## config.mk

```make
export PLATFORM = sky130hd
export DESIGN_NAME = pfcu_pause_unit
export DESIGN_NICKNAME = d
export VERILOG_FILES = /design/src/pfcu_pause_unit.v
export VERILOG_INCLUDE_DIRS = /design/src /design/src/pkg
export SDC_FILE = /design/constraint.sdc
export NUM_CORES = 1
export LEC_CHECK = 0
export ABC_AREA = 1
export ABC_CLOCK_PERIOD_IN_PS = 26200
export BUFFER_PORTS_ARGS = -buffer_cell sky130_fd_sc_hd__buf_2
export CORE_MARGIN = 2
export CORE_UTILIZATION = 40
export DETAILED_ROUTE_END_ITERATION = 12
export GPL_TIMING_DRIVEN = 0
export PLACE_DENSITY_LB_ADDON = 0.08
export SLEW_MARGIN = 20
export SYNTH_ARGS = -nofsm -noshare
export SYNTH_HDL_FRONTEND = slang
export SYNTH_SLANG_ARGS = --single-unit
```

## constraint.sdc

```tcl
create_clock -name i_ref_clk -period 26.2 [get_ports i_ref_clk]
set_input_delay 0 -clock i_ref_clk [delete_from_list [all_inputs] [get_ports i_ref_clk]]
set_output_delay 0 -clock i_ref_clk [all_outputs]
set_load 0.01 [all_outputs]
```

## src/pkg/pfcu_defines.vh

```
`ifndef PFCU_DEFINES_VH
`define PFCU_DEFINES_VH
// ==================================================
// register byte offsets
`define PFCU_OFS_CTRL 8'h00
`define PFCU_OFS_CFG 8'h04
`define PFCU_OFS_ISR 8'h08
`define PFCU_OFS_IMR 8'h0C
`define PFCU_OFS_SA_LO 8'h10
`define PFCU_OFS_SA_HI 8'h14
`define PFCU_OFS_TXPFC 8'h18
`define PFCU_OFS_RXCNT 8'h1C
`define PFCU_OFS_TXCNT 8'h20
`define PFCU_OFS_STAT 8'h24
`define PFCU_OFS_TMR_BASE 3'h2
// ==================================================
// control register fields
`define PFCU_CTRL_TXEN 3
`define PFCU_CTRL_ZQ 12
`define PFCU_CTRL_PFC_RXEN 16
`define PFCU_CTRL_PFC_TX 17
// configuration register fields
`define PFCU_CFG_FD 1
`define PFCU_CFG_RETRY 12
// interrupt status / mask fields
`define PFCU_IRQ_RX_NZ 12
`define PFCU_IRQ_ZERO 13
`define PFCU_IRQ_TX 14
`define PFCU_IRQ_BITS 32'h0000_7000
// reset values
`define PFCU_RST_CTRL 32'h0000_0000
`define PFCU_RST_CFG 32'h0000_0000
`define PFCU_RST_IMR 32'h0000_0000
`define PFCU_RST_SA 32'h0000_0000
`define PFCU_RST_TXPFC 32'h0000_0000
// ==================================================
// frame constants
`define PFCU_RSV_DA 48'h0180C2000001
`define PFCU_CTL_TYPE 16'h8808
`define PFCU_OP_PFC 16'h0101
`define PFCU_OP_CLASSIC 16'h0001
`define PFCU_CLS_MIN_LEN 6'h12
`define PFCU_PFC_MIN_LEN 6'h22
`define PFCU_TX_LAST 6'h3B
// ==================================================
// timing: one pause quantum in bit times, bits carried per link clock edge
`define PFCU_QUANTUM_BITS 512
`define PFCU_BITS_PER_EDGE 8
`define PFCU_QUANTUM_EDGES (`PFCU_QUANTUM_BITS / `PFCU_BITS_PER_EDGE)
`endif

```

## src/pfcu_pause_unit.v

```verilog
// Overview of operation
// RULE1: priority pause reception only while control bit16 set
// RULE2: after first priority frame, classic pause ignored
// RULE3: valid priority frame reloads timers despite running pause
// RULE4: status bit12 nonzero quantum, bit13 zero quantum
// RULE5: full duplex loads timers; half duplex only interrupts
// RULE6: valid needs matching address, type 8808, opcode 0101
// RULE7: frames with FCS or receive error discarded
// RULE8: count each valid received pause frame
// RULE9: timers decrement every 512 bit times immediately
// RULE10: retry test bit: decrement each link clock, tx stopped
// RULE11: timer reaching zero sets status bit13
// RULE12: control bit17 sends frame if duplex, transmitter enabled
// RULE13: vector and times come from transmit pause register
// RULE14: send now if idle, else between frames
// RULE15: frame carries reserved DA, station SA, type, opcode
// RULE16: after sending set bit14, count transmitted frames
// RULE17: control bit12 sends frame with zero quantum
// RULE18: load timer only where its vector bit set
`timescale 1ns/100ps
`include "pfcu_defines.vh"
module pfcu_pause_unit (
  input wire i_ref_clk,
  input wire i_rst,
  input wire [7:0] i_addr,
  input wire [31:0] i_wdata,
  input wire i_wr,
  input wire i_rd,
  output reg [31:0] o_rdata,
  output reg o_irq,
  input wire i_receive_clock,
  input wire i_rx_dv,
  input wire i_rx_er,
  input wire i_rx_fcs_bad,
  input wire [7:0] i_rx_data,
  input wire i_tx_busy,
  output reg o_tx_hold,
  output reg o_tx_en,
  output reg [7:0] o_tx_data,
  output reg [7:0] o_paused
);
  localparam TX_IDLE = 3'b001;
  localparam TX_WAIT = 3'b010;
  localparam TX_SEND = 3'b100;

  // ==================================================
  // helpers
  // byte i (0 first on the wire) of the reserved multicast address
  function [7:0] rsv_byte;
    input [2:0] idx;
    reg [47:0] da;
    begin
      da = `PFCU_RSV_DA;
      case (idx)
        3'd0: rsv_byte = da[47:40];
        3'd1: rsv_byte = da[39:32];
        3'd2: rsv_byte = da[31:24];
        3'd3: rsv_byte = da[23:16];
        3'd4: rsv_byte = da[15:8];
        default: rsv_byte = da[7:0];
      endcase
    end
  endfunction

  // station address byte i, first wire byte sits in the low bits
  function [7:0] sa_byte;
    input [2:0] idx;
    input [31:0] lo;
    input [15:0] hi;
    begin
      case (idx)
        3'd0: sa_byte = lo[7:0];
        3'd1: sa_byte = lo[15:8];
        3'd2: sa_byte = lo[23:16];
        3'd3: sa_byte = lo[31:24];
        3'd4: sa_byte = hi[7:0];
        default: sa_byte = hi[15:8];
      endcase
    end
  endfunction

  // ==================================================
  // register state
  reg [31:0] ctrl_reg;
  reg [31:0] cfg_reg;
  reg [31:0] isr_reg;
  reg [31:0] isr_next;
  reg [31:0] imr_reg;
  reg [31:0] sa_lo_reg;
  reg [15:0] sa_hi_reg;
  reg [31:0] txpfc_reg;
  reg [31:0] rxcnt_reg;
  reg [31:0] txcnt_reg;
  reg negotiated_reg;
  wire full_duplex = cfg_reg[`PFCU_CFG_FD];
  wire retry_test = cfg_reg[`PFCU_CFG_RETRY];
  wire pfc_rx_en = ctrl_reg[`PFCU_CTRL_PFC_RXEN];
  wire tx_enable = ctrl_reg[`PFCU_CTRL_TXEN];
  wire wr_ctrl = i_wr & (i_addr == `PFCU_OFS_CTRL);

  // ==================================================
  // link synchronisers: every pin passes two flops first
  reg rxc_s1, rxc_s2, rxc_s3;
  reg dv_s1, dv_s2, er_s1, er_s2, fcs_s1, fcs_s2, busy_s1, busy_s2;
  reg [7:0] data_s1, data_s2;
  always @(posedge i_ref_clk or posedge i_rst) begin
    if (i_rst) begin
      rxc_s1 <= 1'b0;
      rxc_s2 <= 1'b0;
      rxc_s3 <= 1'b0;
      dv_s1 <= 1'b0;
      dv_s2 <= 1'b0;
      er_s1 <= 1'b0;
      er_s2 <= 1'b0;
      fcs_s1 <= 1'b0;
      fcs_s2 <= 1'b0;
      busy_s1 <= 1'b0;
      busy_s2 <= 1'b0;
      data_s1 <= 8'h00;
      data_s2 <= 8'h00;
    end else begin
      rxc_s1 <= i_receive_clock;
      rxc_s2 <= rxc_s1;
      rxc_s3 <= rxc_s2;
      dv_s1 <= i_rx_dv;
      dv_s2 <= dv_s1;
      er_s1 <= i_rx_er;
      er_s2 <= er_s1;
      fcs_s1 <= i_rx_fcs_bad;
      fcs_s2 <= fcs_s1;
      busy_s1 <= i_tx_busy;
      busy_s2 <= busy_s1;
      data_s1 <= i_rx_data;
      data_s2 <= data_s1;
    end
  end
  // the link clock is slow (125 ns), so the synced data is long settled at its edge
  wire link_edge = rxc_s2 & ~rxc_s3;

  // ==================================================
  // receive parser: compares on the fly, keeps only vector and times
  reg in_frame_reg;
  reg [5:0] rx_idx_reg;
  reg da_rsv_ok_reg, da_sa_ok_reg, type_ok_reg, op_pfc_reg, op_cls_reg, err_reg;
  reg [7:0] hi_byte_reg;
  reg [7:0] vec_reg;
  reg [15:0] cls_q_reg;
  reg [15:0] tm_buf [0:7];
  wire [15:0] rx_word = {hi_byte_reg, data_s2};
  wire [5:0] slot_off = rx_idx_reg - 6'd19;
  integer k;
  always @(posedge i_ref_clk or posedge i_rst) begin
    if (i_rst) begin
      in_frame_reg <= 1'b0;
      rx_idx_reg <= 6'h00;
      da_rsv_ok_reg <= 1'b0;
      da_sa_ok_reg <= 1'b0;
      type_ok_reg <= 1'b0;
      op_pfc_reg <= 1'b0;
      op_cls_reg <= 1'b0;
      err_reg <= 1'b0;
      hi_byte_reg <= 8'h00;
      vec_reg <= 8'h00;
      cls_q_reg <= 16'h0000;
      for (k = 0; k < 8; k = k + 1)
        tm_buf[k] <= 16'h0000;
    end else if (link_edge) begin
      in_frame_reg <= dv_s2;
      if (dv_s2 & ~in_frame_reg) begin
        // new frame: address flags start from the first byte's compare and are knocked down byte by byte
        rx_idx_reg <= 6'h01;
        da_rsv_ok_reg <= (data_s2 == rsv_byte(3'd0)); // RULE6
        da_sa_ok_reg <= (data_s2 == sa_byte(3'd0, sa_lo_reg, sa_hi_reg)); // RULE6
        type_ok_reg <= 1'b0;
        op_pfc_reg <= 1'b0;
        op_cls_reg <= 1'b0;
        err_reg <= er_s2;
      end else if (dv_s2) begin
        if (rx_idx_reg != 6'h3F)
          rx_idx_reg <= rx_idx_reg + 6'h01;
        err_reg <= err_reg | er_s2; // RULE7
        hi_byte_reg <= data_s2;
        if (rx_idx_reg < 6'd6) begin
          if (data_s2 != rsv_byte(rx_idx_reg[2:0]))
            da_rsv_ok_reg <= 1'b0;
          if (data_s2 != sa_byte(rx_idx_reg[2:0], sa_lo_reg, sa_hi_reg))
            da_sa_ok_reg <= 1'b0;
        end
        if (rx_idx_reg == 6'd13)
          type_ok_reg <= (rx_word == `PFCU_CTL_TYPE); // RULE6
        if (rx_idx_reg == 6'd15) begin
          op_pfc_reg <= (rx_word == `PFCU_OP_PFC); // RULE6
          op_cls_reg <= (rx_word == `PFCU_OP_CLASSIC);
        end
        if (rx_idx_reg == 6'd17) begin
          vec_reg <= rx_word[7:0];
          cls_q_reg <= rx_word;
        end
        if ((rx_idx_reg >= 6'd19) && (rx_idx_reg <= 6'd33) && rx_idx_reg[0])
          tm_buf[slot_off[3:1]] <= rx_word;
      end
    end
  end

  // ==================================================
  // frame verdict at the falling edge of data valid
  wire frame_end = link_edge & in_frame_reg & ~dv_s2;
  wire addr_ok = da_rsv_ok_reg | da_sa_ok_reg;
  wire clean = ~err_reg & ~fcs_s2; // RULE7
  wire pfc_ok = op_pfc_reg & pfc_rx_en & (rx_idx_reg >= `PFCU_PFC_MIN_LEN); // RULE1
  wire cls_ok = op_cls_reg & ~negotiated_reg & (rx_idx_reg >= `PFCU_CLS_MIN_LEN); // RULE2
  wire rx_pfc = frame_end & addr_ok & type_ok_reg & clean & pfc_ok;
  wire rx_cls = frame_end & addr_ok & type_ok_reg & clean & cls_ok;
  wire rx_act = rx_pfc | rx_cls;

  // per-priority load enables and quantum test
  reg [7:0] load_en;
  reg rx_nonzero;
  integer m;
  always @* begin
    load_en = 8'h00;
    rx_nonzero = 1'b0;
    for (m = 0; m < 8; m = m + 1) begin
      if (rx_pfc) begin
        load_en[m] = vec_reg[m] & full_duplex; // RULE18 RULE5
        if (vec_reg[m] && (tm_buf[m] != 16'h0000))
          rx_nonzero = 1'b1;
      end else begin
        load_en[m] = rx_cls & full_duplex; // RULE5
        if (cls_q_reg != 16'h0000)
          rx_nonzero = 1'b1;
      end
    end
  end

  // ==================================================
  // pause timers
  reg [5:0] quanta_div_reg;
  reg [15:0] tmr_reg [0:7];
  reg [2:0] tx_state_reg;
  wire tx_stopped = ~busy_s2 & (tx_state_reg != TX_SEND);
  wire quanta_tick = link_edge & (quanta_div_reg == (`PFCU_QUANTUM_EDGES - 1)); // RULE9
  // the retry test mode trades real timing for a fast drain in test
  wire dec_tick = retry_test ? (link_edge & tx_stopped) : quanta_tick; // RULE10
  wire [7:0] zero_hit;
  genvar g;
  generate
    for (g = 0; g < 8; g = g + 1) begin : g_hit
      assign zero_hit[g] = dec_tick & ~load_en[g] & (tmr_reg[g] == 16'h0001); // RULE11
    end
  endgenerate

  integer n;
  always @(posedge i_ref_clk or posedge i_rst) begin
    if (i_rst) begin
      quanta_div_reg <= 6'h00;
      for (n = 0; n < 8; n = n + 1)
        tmr_reg[n] <= 16'h0000;
    end else begin
      // restart the quantum divider on load so counting begins at once
      if (rx_act & full_duplex)
        quanta_div_reg <= 6'h00; // RULE9
      else if (quanta_tick)
        quanta_div_reg <= 6'h00;
      else if (link_edge)
        quanta_div_reg <= quanta_div_reg + 6'h01;
      for (n = 0; n < 8; n = n + 1) begin
        if (load_en[n])
          tmr_reg[n] <= rx_pfc ? tm_buf[n] : cls_q_reg; // RULE3
        else if (dec_tick && (tmr_reg[n] != 16'h0000))
          tmr_reg[n] <= tmr_reg[n] - 16'h0001;
      end
    end
  end

  // negotiation latch, dropped when priority reception is disabled
  always @(posedge i_ref_clk or posedge i_rst) begin
    if (i_rst)
      negotiated_reg <= 1'b0;
    else if (~pfc_rx_en)
      negotiated_reg <= 1'b0;
    else if (rx_pfc)
      negotiated_reg <= 1'b1; // RULE2
  end

  // ==================================================
  // transmit of priority pause frames
  reg [5:0] tx_idx_reg;
  reg zq_reg;
  reg tx_done;
  wire tx_req = wr_ctrl & (i_wdata[`PFCU_CTRL_PFC_TX] | i_wdata[`PFCU_CTRL_ZQ]);
  wire tx_allowed = full_duplex & tx_enable; // RULE12
  wire [15:0] tx_time = zq_reg ? 16'h0000 : txpfc_reg[31:16]; // RULE17 RULE13

  reg [7:0] tx_byte;
  wire [15:0] type_word = `PFCU_CTL_TYPE;
  wire [15:0] op_word = `PFCU_OP_PFC;
  always @* begin
    tx_byte = 8'h00;
    if (tx_idx_reg < 6'd6)
      tx_byte = rsv_byte(tx_idx_reg[2:0]); // RULE15
    else if (tx_idx_reg < 6'd12)
      tx_byte = sa_byte(tx_idx_reg[2:0] - 3'd6, sa_lo_reg, sa_hi_reg); // RULE15
    else if (tx_idx_reg == 6'd12)
      tx_byte = type_word[15:8];
    else if (tx_idx_reg == 6'd13)
      tx_byte = type_word[7:0];
    else if (tx_idx_reg == 6'd14)
      tx_byte = op_word[15:8];
    else if (tx_idx_reg == 6'd15)
      tx_byte = op_word[7:0];
    else if (tx_idx_reg == 6'd17)
      tx_byte = txpfc_reg[7:0]; // RULE13
    else if ((tx_idx_reg >= 6'd18) && (tx_idx_reg < 6'd34))
      tx_byte = tx_idx_reg[0] ? tx_time[7:0] : tx_time[15:8];
  end

  // one frame of 60 bytes, padded; the mac behind appends the FCS
  always @(posedge i_ref_clk or posedge i_rst) begin
    if (i_rst) begin
      tx_state_reg <= TX_IDLE;
      tx_idx_reg <= 6'h00;
      zq_reg <= 1'b0;
      tx_done <= 1'b0;
      o_tx_hold <= 1'b0;
      o_tx_en <= 1'b0;
      o_tx_data <= 8'h00;
    end else begin
      tx_done <= 1'b0;
      case (tx_state_reg)
        TX_IDLE: begin
          if (tx_req & tx_allowed) begin
            zq_reg <= i_wdata[`PFCU_CTRL_ZQ]; // RULE17
            o_tx_hold <= 1'b1; // RULE14
            tx_state_reg <= TX_WAIT;
          end
        end
        TX_WAIT: begin
          // hold stops the next queued frame; we slip into the gap
          if (link_edge & ~busy_s2) begin
            tx_idx_reg <= 6'h00; // RULE14
            tx_state_reg <= TX_SEND;
          end
        end
        TX_SEND: begin
          if (link_edge) begin
            // index runs one past the last byte, so the end edge follows byte 59
            if (o_tx_en && (tx_idx_reg == (`PFCU_TX_LAST + 6'h01))) begin
              o_tx_en <= 1'b0;
              o_tx_data <= 8'h00;
              o_tx_hold <= 1'b0;
              tx_done <= 1'b1; // RULE16
              tx_state_reg <= TX_IDLE;
            end else begin
              o_tx_en <= 1'b1;
              o_tx_data <= tx_byte;
              tx_idx_reg <= tx_idx_reg + 6'h01;
            end
          end
        end
        default: begin
          tx_state_reg <= TX_IDLE;
          o_tx_en <= 1'b0;
          o_tx_hold <= 1'b0;
        end
      endcase
    end
  end

  // ==================================================
  // interrupt status: set wins over a write-one clear in the same cycle
  always @* begin
    isr_next = isr_reg;
    if (i_wr && (i_addr == `PFCU_OFS_ISR))
      isr_next = isr_next & ~i_wdata;
    if (rx_act & rx_nonzero)
      isr_next[`PFCU_IRQ_RX_NZ] = 1'b1; // RULE4
    if ((rx_act & ~rx_nonzero) | (|zero_hit))
      isr_next[`PFCU_IRQ_ZERO] = 1'b1; // RULE4 RULE11
    if (tx_done)
      isr_next[`PFCU_IRQ_TX] = 1'b1; // RULE16
    isr_next = isr_next & `PFCU_IRQ_BITS;
  end

  // ==================================================
  // register writes, counters and status outputs
  integer p;
  always @(posedge i_ref_clk or posedge i_rst) begin
    if (i_rst) begin
      ctrl_reg <= `PFCU_RST_CTRL;
      cfg_reg <= `PFCU_RST_CFG;
      isr_reg <= 32'h0000_0000;
      imr_reg <= `PFCU_RST_IMR;
      sa_lo_reg <= `PFCU_RST_SA;
      sa_hi_reg <= 16'h0000;
      txpfc_reg <= `PFCU_RST_TXPFC;
      rxcnt_reg <= 32'h0000_0000;
      txcnt_reg <= 32'h0000_0000;
      o_irq <= 1'b0;
      o_paused <= 8'h00;
    end else begin
      isr_reg <= isr_next;
      o_irq <= |(isr_next & imr_reg); // RULE4
      for (p = 0; p < 8; p = p + 1)
        o_paused[p] <= (tmr_reg[p] != 16'h0000);
      if (rx_act)
        rxcnt_reg <= rxcnt_reg + 32'h0000_0001; // RULE8
      if (tx_done)
        txcnt_reg <= txcnt_reg + 32'h0000_0001; // RULE16
      if (i_wr) begin
        case (i_addr)
          // transmit request bits are self-clearing triggers
          `PFCU_OFS_CTRL: ctrl_reg <= i_wdata & 32'h0001_0008;
          `PFCU_OFS_CFG: cfg_reg <= i_wdata & 32'h0000_1002;
          `PFCU_OFS_IMR: imr_reg <= i_wdata & `PFCU_IRQ_BITS;
          `PFCU_OFS_SA_LO: sa_lo_reg <= i_wdata;
          `PFCU_OFS_SA_HI: sa_hi_reg <= i_wdata[15:0];
          `PFCU_OFS_TXPFC: txpfc_reg <= i_wdata & 32'hFFFF_00FF;
          default: ;
        endcase
      end
    end
  end

  // read data lands one cycle after the strobe; unmapped reads as zero
  always @(posedge i_ref_clk or posedge i_rst) begin
    if (i_rst) begin
      o_rdata <= 32'h0000_0000;
    end else if (i_rd) begin
      if (i_addr[7:5] == `PFCU_OFS_TMR_BASE)
        o_rdata <= {16'h0000, tmr_reg[i_addr[4:2]]};
      else begin
        case (i_addr)
          `PFCU_OFS_CTRL: o_rdata <= ctrl_reg;
          `PFCU_OFS_CFG: o_rdata <= cfg_reg;
          `PFCU_OFS_ISR: o_rdata <= isr_reg;
          `PFCU_OFS_IMR: o_rdata <= imr_reg;
          `PFCU_OFS_SA_LO: o_rdata <= sa_lo_reg;
          `PFCU_OFS_SA_HI: o_rdata <= {16'h0000, sa_hi_reg};
          `PFCU_OFS_TXPFC: o_rdata <= txpfc_reg;
          `PFCU_OFS_RXCNT: o_rdata <= rxcnt_reg;
          `PFCU_OFS_TXCNT: o_rdata <= txcnt_reg;
          `PFCU_OFS_STAT: o_rdata <= {29'h0, tx_state_reg != TX_IDLE, o_tx_en, negotiated_reg};
          default: o_rdata <= 32'h0000_0000;
        endcase
      end
    end else begin
      o_rdata <= 32'h0000_0000;
    end
  end
endmodule

```

==> impl_metrics.ini, run 1 <==
[synthesis]
yosys_warnings = 0
synthMuxAreaShare_pct = 0.108
ys_seq_area_share_pct = 46.2
synth.avg_cell_area_um2 = 7.70
netlist_area_mm2 = 0.0290
synth-adder-area-share_pct = 1.38
synth_compound_area_share_pct = 17.2
ys_async_sr_fraction_pct = 100
synth-simple-area-share_pct = 24.5
synth-edff-count = 0
synth.distinct_cells = 60
ys.flop_type = dfrtp_1
synth_xor_area_share_pct = 2.96
synth_top_family_by_area = simple AND/OR/NAND/NOR gates
synth_cells = 3768
syn_nets = 3857
synth-seq-cells = 535

[place]
port_buffers = 106
dp.final_hpwl_mm = 93.4
place_ws_ns = 23.03
place.gp.congestion = 0.997

[global_route]
grt_pass1_vias = 26400
grt_max_degree = 102
grt_usage_pct = 32.1
grt_first_pass_wirelength_mm = 177
grt-ovfl-total = 0
antenna_found_initial = 4

[clock_network]
cts.sinks = 535
clockBufferDepth = 3
cts_tree = done
clk_pin_slew_ns = 0.06
cts_max_level = 2
ctsResizeCount = 0
root_buffer = clkbuf_16
clkLatencyLatePin_ns = 0.67
cts_inserted_buffers = 61

[worst_setup_path]
ff2ff_setup_slack_ns = 23.00
critPathMaxStageDelay_ns = 0.67
crit_start = rxc_s3$_DFF_PP0_
critPathMaxFanout = 10
crit_type = reg2reg
r2r-end = tmr_reg[54]$_DFFE_PP0P_
required_ns = 26.79
worstReg2RegStart = rxc_s3$_DFF_PP0_
startpoint_type = flip-flop
cpMaxStageDelayCell = o21ai_2
arrival_ns = 3.79
reg2reg_depth = 12
crit_chain = inv_2 > nand2_4 > nor2_1 > nand3_1 > o21ai_2 > buf_4 > nand2_2 > inv_1 > nand2_1 > inv_1 > nand3_1 > nand3_1
cp-end-kind = flip-flop
crit_path_frequent_cell = nand3_1

[sta]
fin_crit_sh_pct = 12.2
fmax_ghz = 0.313
relSlewSlack_pct = 21.5
drv_slew = 0
finalSetupViolCount = 0
skew_ns = 0.0289
fin_crit_ns = 3.20
worst_hold_slack_ns = 0.0298
hold_violations = 0
rsz0062_at_grt = no
fin_setup_tns_ns = 0
worst_pin_slew_ns = 1.17
fin_ws_ns = 23.00

[routing]
vias_per_cell = 5.73
route.vias.total = 28700
dr.pass1.iters = 6
drt_iter0_drc = 3578
ant_nets = 0
wl_per_cell_um = 24.2
wl_mm = 121
drc_errors = 0

[die]
start_util_pct = 40.5
rows = 98
ioPinCount = 108
dieArea_mm2 = 0.0747
fp.dieH_um = 273
die_w_um = 273
core_mm2 = 0.0716

[power]
p_leak_nw = 16.0
ir_drop_uv = 52.6
power_density_mw_per_mm2 = 60.8

[cells_and_area]
fillers = 7364
syn2layout_area_growth_pct = 16.3
final_nets = 4096
seqCellArea_mm2 = 0.0134
multi_input_comb_area_mm2 = 0.0134
post-route-util_pct = 47.1
final_layout_size_suffix_gt1_share_pct = 8.00

[min_path]
worstHoldStart = i_addr[7]
hold_path_end = o_rdata[15]$_DFF_PP0_
hp-class = in2reg
holdPathStages = 6

[run_status]
outcome = finished clean

[job]
drv_cap = 0
-- cell usage in the layout (no fill, tap or decap), types with 78 or more instances in the layout --
cell type  Yosys  final
nand2_1      858    858
dfrtp_1      534    534
o21ai_0      456    456
inv_1        414    413
nor2_1       356    356
nand3_1      239    239
buf_2         34    140
a21oi_1      116    116
clkbuf_1      95    102
o22ai_1       84     84
xor2_1        81     81
nand4_1       78     78
-- routing by layer --
| metal | wire (µm) | track usage, % | up-vias |
|---|---|---|---|
| met5 | 12 | 0 | - |
| met4 | 3900 | 9.85 | 2 |
| met3 | 12100 | 7.34 | 209 |
| met2 | 48200 | 43.4 | 1355 |
| met1 | 57000 | 50.0 | 14000 |
| li1 | - | - | 13200 |
-- area by class of cell --
cell class	instances	share of cell area [%]
sequential	535	39.7
multi-input combinational	2655	39.6
clock buffer	89	5.46
inverter	439	4.91
timing repair buffer	176	3.91
tap	950	3.52
buffer	139	1.78
clock inverter	27	1.09
antenna	1	0.00742
-- kinds of logic (layout without fill, tap and decap cells) --
family	count (synthesis)	after routing
and+or+nand+nor	1664	1664
AOI/OAI and AO/OA	858	858
buffers and inverters	578	870
DFF	535	535
xor gates and xnor gates	98	98
adders and majority gates	32	32
muxes	3	3
other	0	1
-- report_power, final --
part           switching [mW]  internal (mW)  leakage (nW)
clock                   0.378          0.557          1.09
combinational           0.176         0.0656          7.61
sequential             0.0246          0.850          7.34
total                   0.579           1.47          16.0
-- synthesized netlist by cell type (6+ instances only) --
cell type  count  area share (%)
nand2_1      858              11
dfrtp_1      534              46
o21ai_0      456             7.9
inv_1        414             5.4
nor2_1       356             4.6
nand3_1      239             4.1
a21oi_1      116             2.0
clkbuf_1      95             1.2
o22ai_1       84             1.8
xor2_1        81             2.4
nand4_1       78             1.7
nor3_1        62             1.1
o211ai_1      55             1.4
buf_2         34            0.59
ha_1          32             1.4
a31oi_1       24            0.52
a221oi_1      23            0.69
nor4_1        22            0.47
a211oi_1      17            0.44
xnor2_1       17            0.51
inv_2         14            0.18
o2111ai_1     12            0.36
clkinv_1      11            0.14
nand2_2       10            0.22
a22oi_1        9            0.23
o311ai_0       9            0.27
or2_2          9            0.19
o21ai_1        8            0.14
o31ai_1        7            0.18
nand3_2        6            0.21
nor2_4         6            0.23
-- how the worst max path moves through the flow --
stage,depth (start not counted),slack (ns),end
CTS,11,23.03,tmr_reg[110]$_DFFE_PP0P_
global placement,2,4.22,txcnt_reg[18]$_DFFE_PP0P_
floorplan,1,11.25,busy_s1$_DFF_PP0_
detailed placement,11,23.03,tmr_reg[60]$_DFFE_PP0P_
global route,12,22.79,tmr_reg[54]$_DFFE_PP0P_
finish,12,23.00,tmr_reg[54]$_DFFE_PP0P_
-- worst max-delay path, delay by kind of cell, from the launching register on --
kind / cells / cell delay [ns]
buffers and inverters: 4 / 0.93
AO/OA/AOI/OAI: 1 / 0.67
AND/OR/NAND/NOR: 7 / 1.13
flip-flops: 1 / 0.41
-- metrics by stage --
stage / cell area, µm² / std cells / power (mW)
6_report: 33700 / 5011 / 2.05
3_5_place_dp: 30900 / 4829 / 1.12
4_1_cts: 33700 / 5010 / 2.06
3_3_place_gp: 30700 / 4824 / 1.12
5_1_grt: 33700 / 5010 / 2.12
2_1_floorplan: 29000 / 3768 / 1.02
-- timing repair --
item                                    CTS  global route
endpoints found under the setup margin    0             0
buffers inserted                          0             0
hold buffers                             65             0
hold endpoints to repair                206             0
Note: power is estimated with default switching activity, not from simulation.
==> run 2: changes to the inputs <==
Settings changed: ABC_CLOCK_PERIOD_IN_PS 26200 to 3250.
Clock period 26.2 ns to 3.25 ns, I/O delays scaled along.
==> impl_metrics.ini, run 2 (synthesis gave the netlist of run 1 again) <==
[run_status]
outcome = finished clean

[sta]
skew_ns = 0.0288
fin_crit_sh_pct = 96.8
fmax_ghz = 0.318
drv_slew = 0
worst_pin_slew_ns = 1.05
finalSetupViolCount = 0
fin_crit_ns = 3.14
relSlewSlack_pct = 29.2
rsz0062_at_grt = no
hold_violations = 0
fin_setup_tns_ns = 0
worst_hold_slack_ns = 0.0428

[global_route]
grt_first_pass_wirelength_mm = 178
grt_pass1_vias = 26800
antenna_found_initial = 3
grt-ovfl-total = 0
grt_usage_pct = 32.1
grt_max_degree = 33

[place]
place.gp.congestion = 1.01
postPlaceCellArea_mm2 = 0.0311
dp.final_hpwl_mm = 93.1
port_buffers = 106
place_inst = 4843

[worst_setup_path]
crit_type = reg2reg
arrival_ns = 3.67
crit_path_frequent_cell = nor2_4
path_buf_inv = 2
cp-end-kind = flip-flop
required_ns = 3.78
critPathMaxFanout = 10
critPathMaxStageDelay_ns = 0.52
crit_chain = inv_1 > nor2_4 > nand3_1 > nor2_4 > nand2_2 > buf_2 > nand2_1 > o21ai_0 > o22ai_1 > a31oi_1
startpoint_type = flip-flop
critPathTopFamily = simple AND/OR/NAND/NOR gates
cpMaxStageDelayCell = o21ai_0

[clock_network]
clk_pin_slew_ns = 0.06
clkLatencyLatePin_ns = 0.67
cts_tree = done
cts_max_level = 2
cts_setup_buffers = 0
root_buffer = clkbuf_16
clockBufferDepth = 3
cts_inserted_buffers = 61
cts.sinks = 535

[power]
power_density_mw_per_mm2 = 494
p_leak_nw = 16.2
power_mw = 16.8
ir_drop_uv = 447

[die]
core_mm2 = 0.0716
fp.dieH_um = 273
rows = 98
ioPinCount = 108
die_w_um = 273
start_util_pct = 40.5
dieArea_mm2 = 0.0747

[routing]
drc_errors = 0
ant_nets = 0
vias_per_cell = 5.71
wl_mm = 120
wl_per_cell_um = 24.0
route.vias.total = 28700
drt_iter0_drc = 3765
dr.pass1.iters = 7

[cells_and_area]
seqCellArea_mm2 = 0.0134
syn2layout_area_growth_pct = 17.4
final_common_cell = nand2_1
fillers = 7292
final_area_mm2 = 0.0341
multi_input_comb_area_mm2 = 0.0134
final_layout_size_suffix_gt1_share_pct = 8.28
final_nets = 4111
stdcell_count = 5024
layout_common_cells = nand2_1, dfrtp_1, o21ai_0

[min_path]
hp-class = in2reg

[job]
drv_cap = 0
==> run 2: cell count changes in the layout (fill, tap and decap cells not counted), sizes merged <==
cell / previous run / this run
inv: 430 / 429
buf: 155 / 169
clkinv: 25 / 26
diode: 1 / 2
clkbuf: 184 / 176
bufinv: 7 / 12
dlygate4sd3: 65 / 66
==> run 2: metal layers <==
metal	global-route usage, %	part of all wire, %	vias up
met4	11.0	3.7	4
met1	49.0	46	13900
li1	-	-	13200
met3	7.98	10	225
met2	43.4	40	1395
met5	0	0.027	-
==> run 2: tightest hold or removal path, stage by stage <==
cell	delay, ns
buf_2	0.13
inv_1	0.06
nand2_1	0.05
nor2_1	0.13
a21oi_1	0.15
a211oi_1	0.11
==> run 2: report_power, final <==
| group | leakage (nW) | switching, mW | internal (mW) |
|---|---|---|---|
| clock | 1.11 | 3.07 | 4.73 |
| sequential | 7.34 | 0.197 | 6.86 |
| combinational | 7.73 | 1.42 | 0.559 |
| total | 16.2 | 4.69 | 12.1 |
==> run 2: what timing repair did <==
action                                  CTS  global route
hold buffers                             66             0
hold endpoints to repair                194             0
gates resized for setup                   0             2
endpoints found under the setup margin    0            11
==> run 2: path summary, 6_finish.rpt <==
kind / start / end / slack [ns] / depth (start not counted)
max: rxc_s2$_DFF_PP0_ / tmr_reg[60]$_DFFE_PP0P_ / 0.11 / 10
min: i_addr[5] / o_rdata[15]$_DFF_PP0_ / 0.04 / 6
max reg2reg: rxc_s2$_DFF_PP0_ / tmr_reg[60]$_DFFE_PP0P_ / 0.11 / 10
min reg2reg: data_s1[7]$_DFF_PP0_ / data_s2[7]$_DFF_PP0_ / 0.34 / 0
max in group asynchronous: i_rst / txcnt_reg[25]$_DFFE_PP0P_ / 0.89 / 10
min in group asynchronous: i_rst / hi_byte_reg[3]$_DFFE_PP0P_ / 0.60 / 4
==> run 2: area by class of cell <==
class / instances / share of cell area, %
Antenna cell: 2 / 0.0147
Multi-Input combinational cell: 2655 / 39.2
Clock buffer: 81 / 5.11
Tap cell: 950 / 3.49
Inverter: 439 / 4.85
Sequential cell: 535 / 39.3
Clock inverter: 32 / 1.57
Buffer: 139 / 1.77
Timing Repair Buffer: 191 / 4.64
==> run 2: per-stage QoR <==
stage | utilization (%) | setup WS [ns]
floorplan | - | -4.02
global placement | 42.9 | -7.69
detailed placement | 43.4 | 0.0856
CTS | 47.5 | 0.0912
global route | 47.6 | 0.0171
finish | 47.6 | 0.105
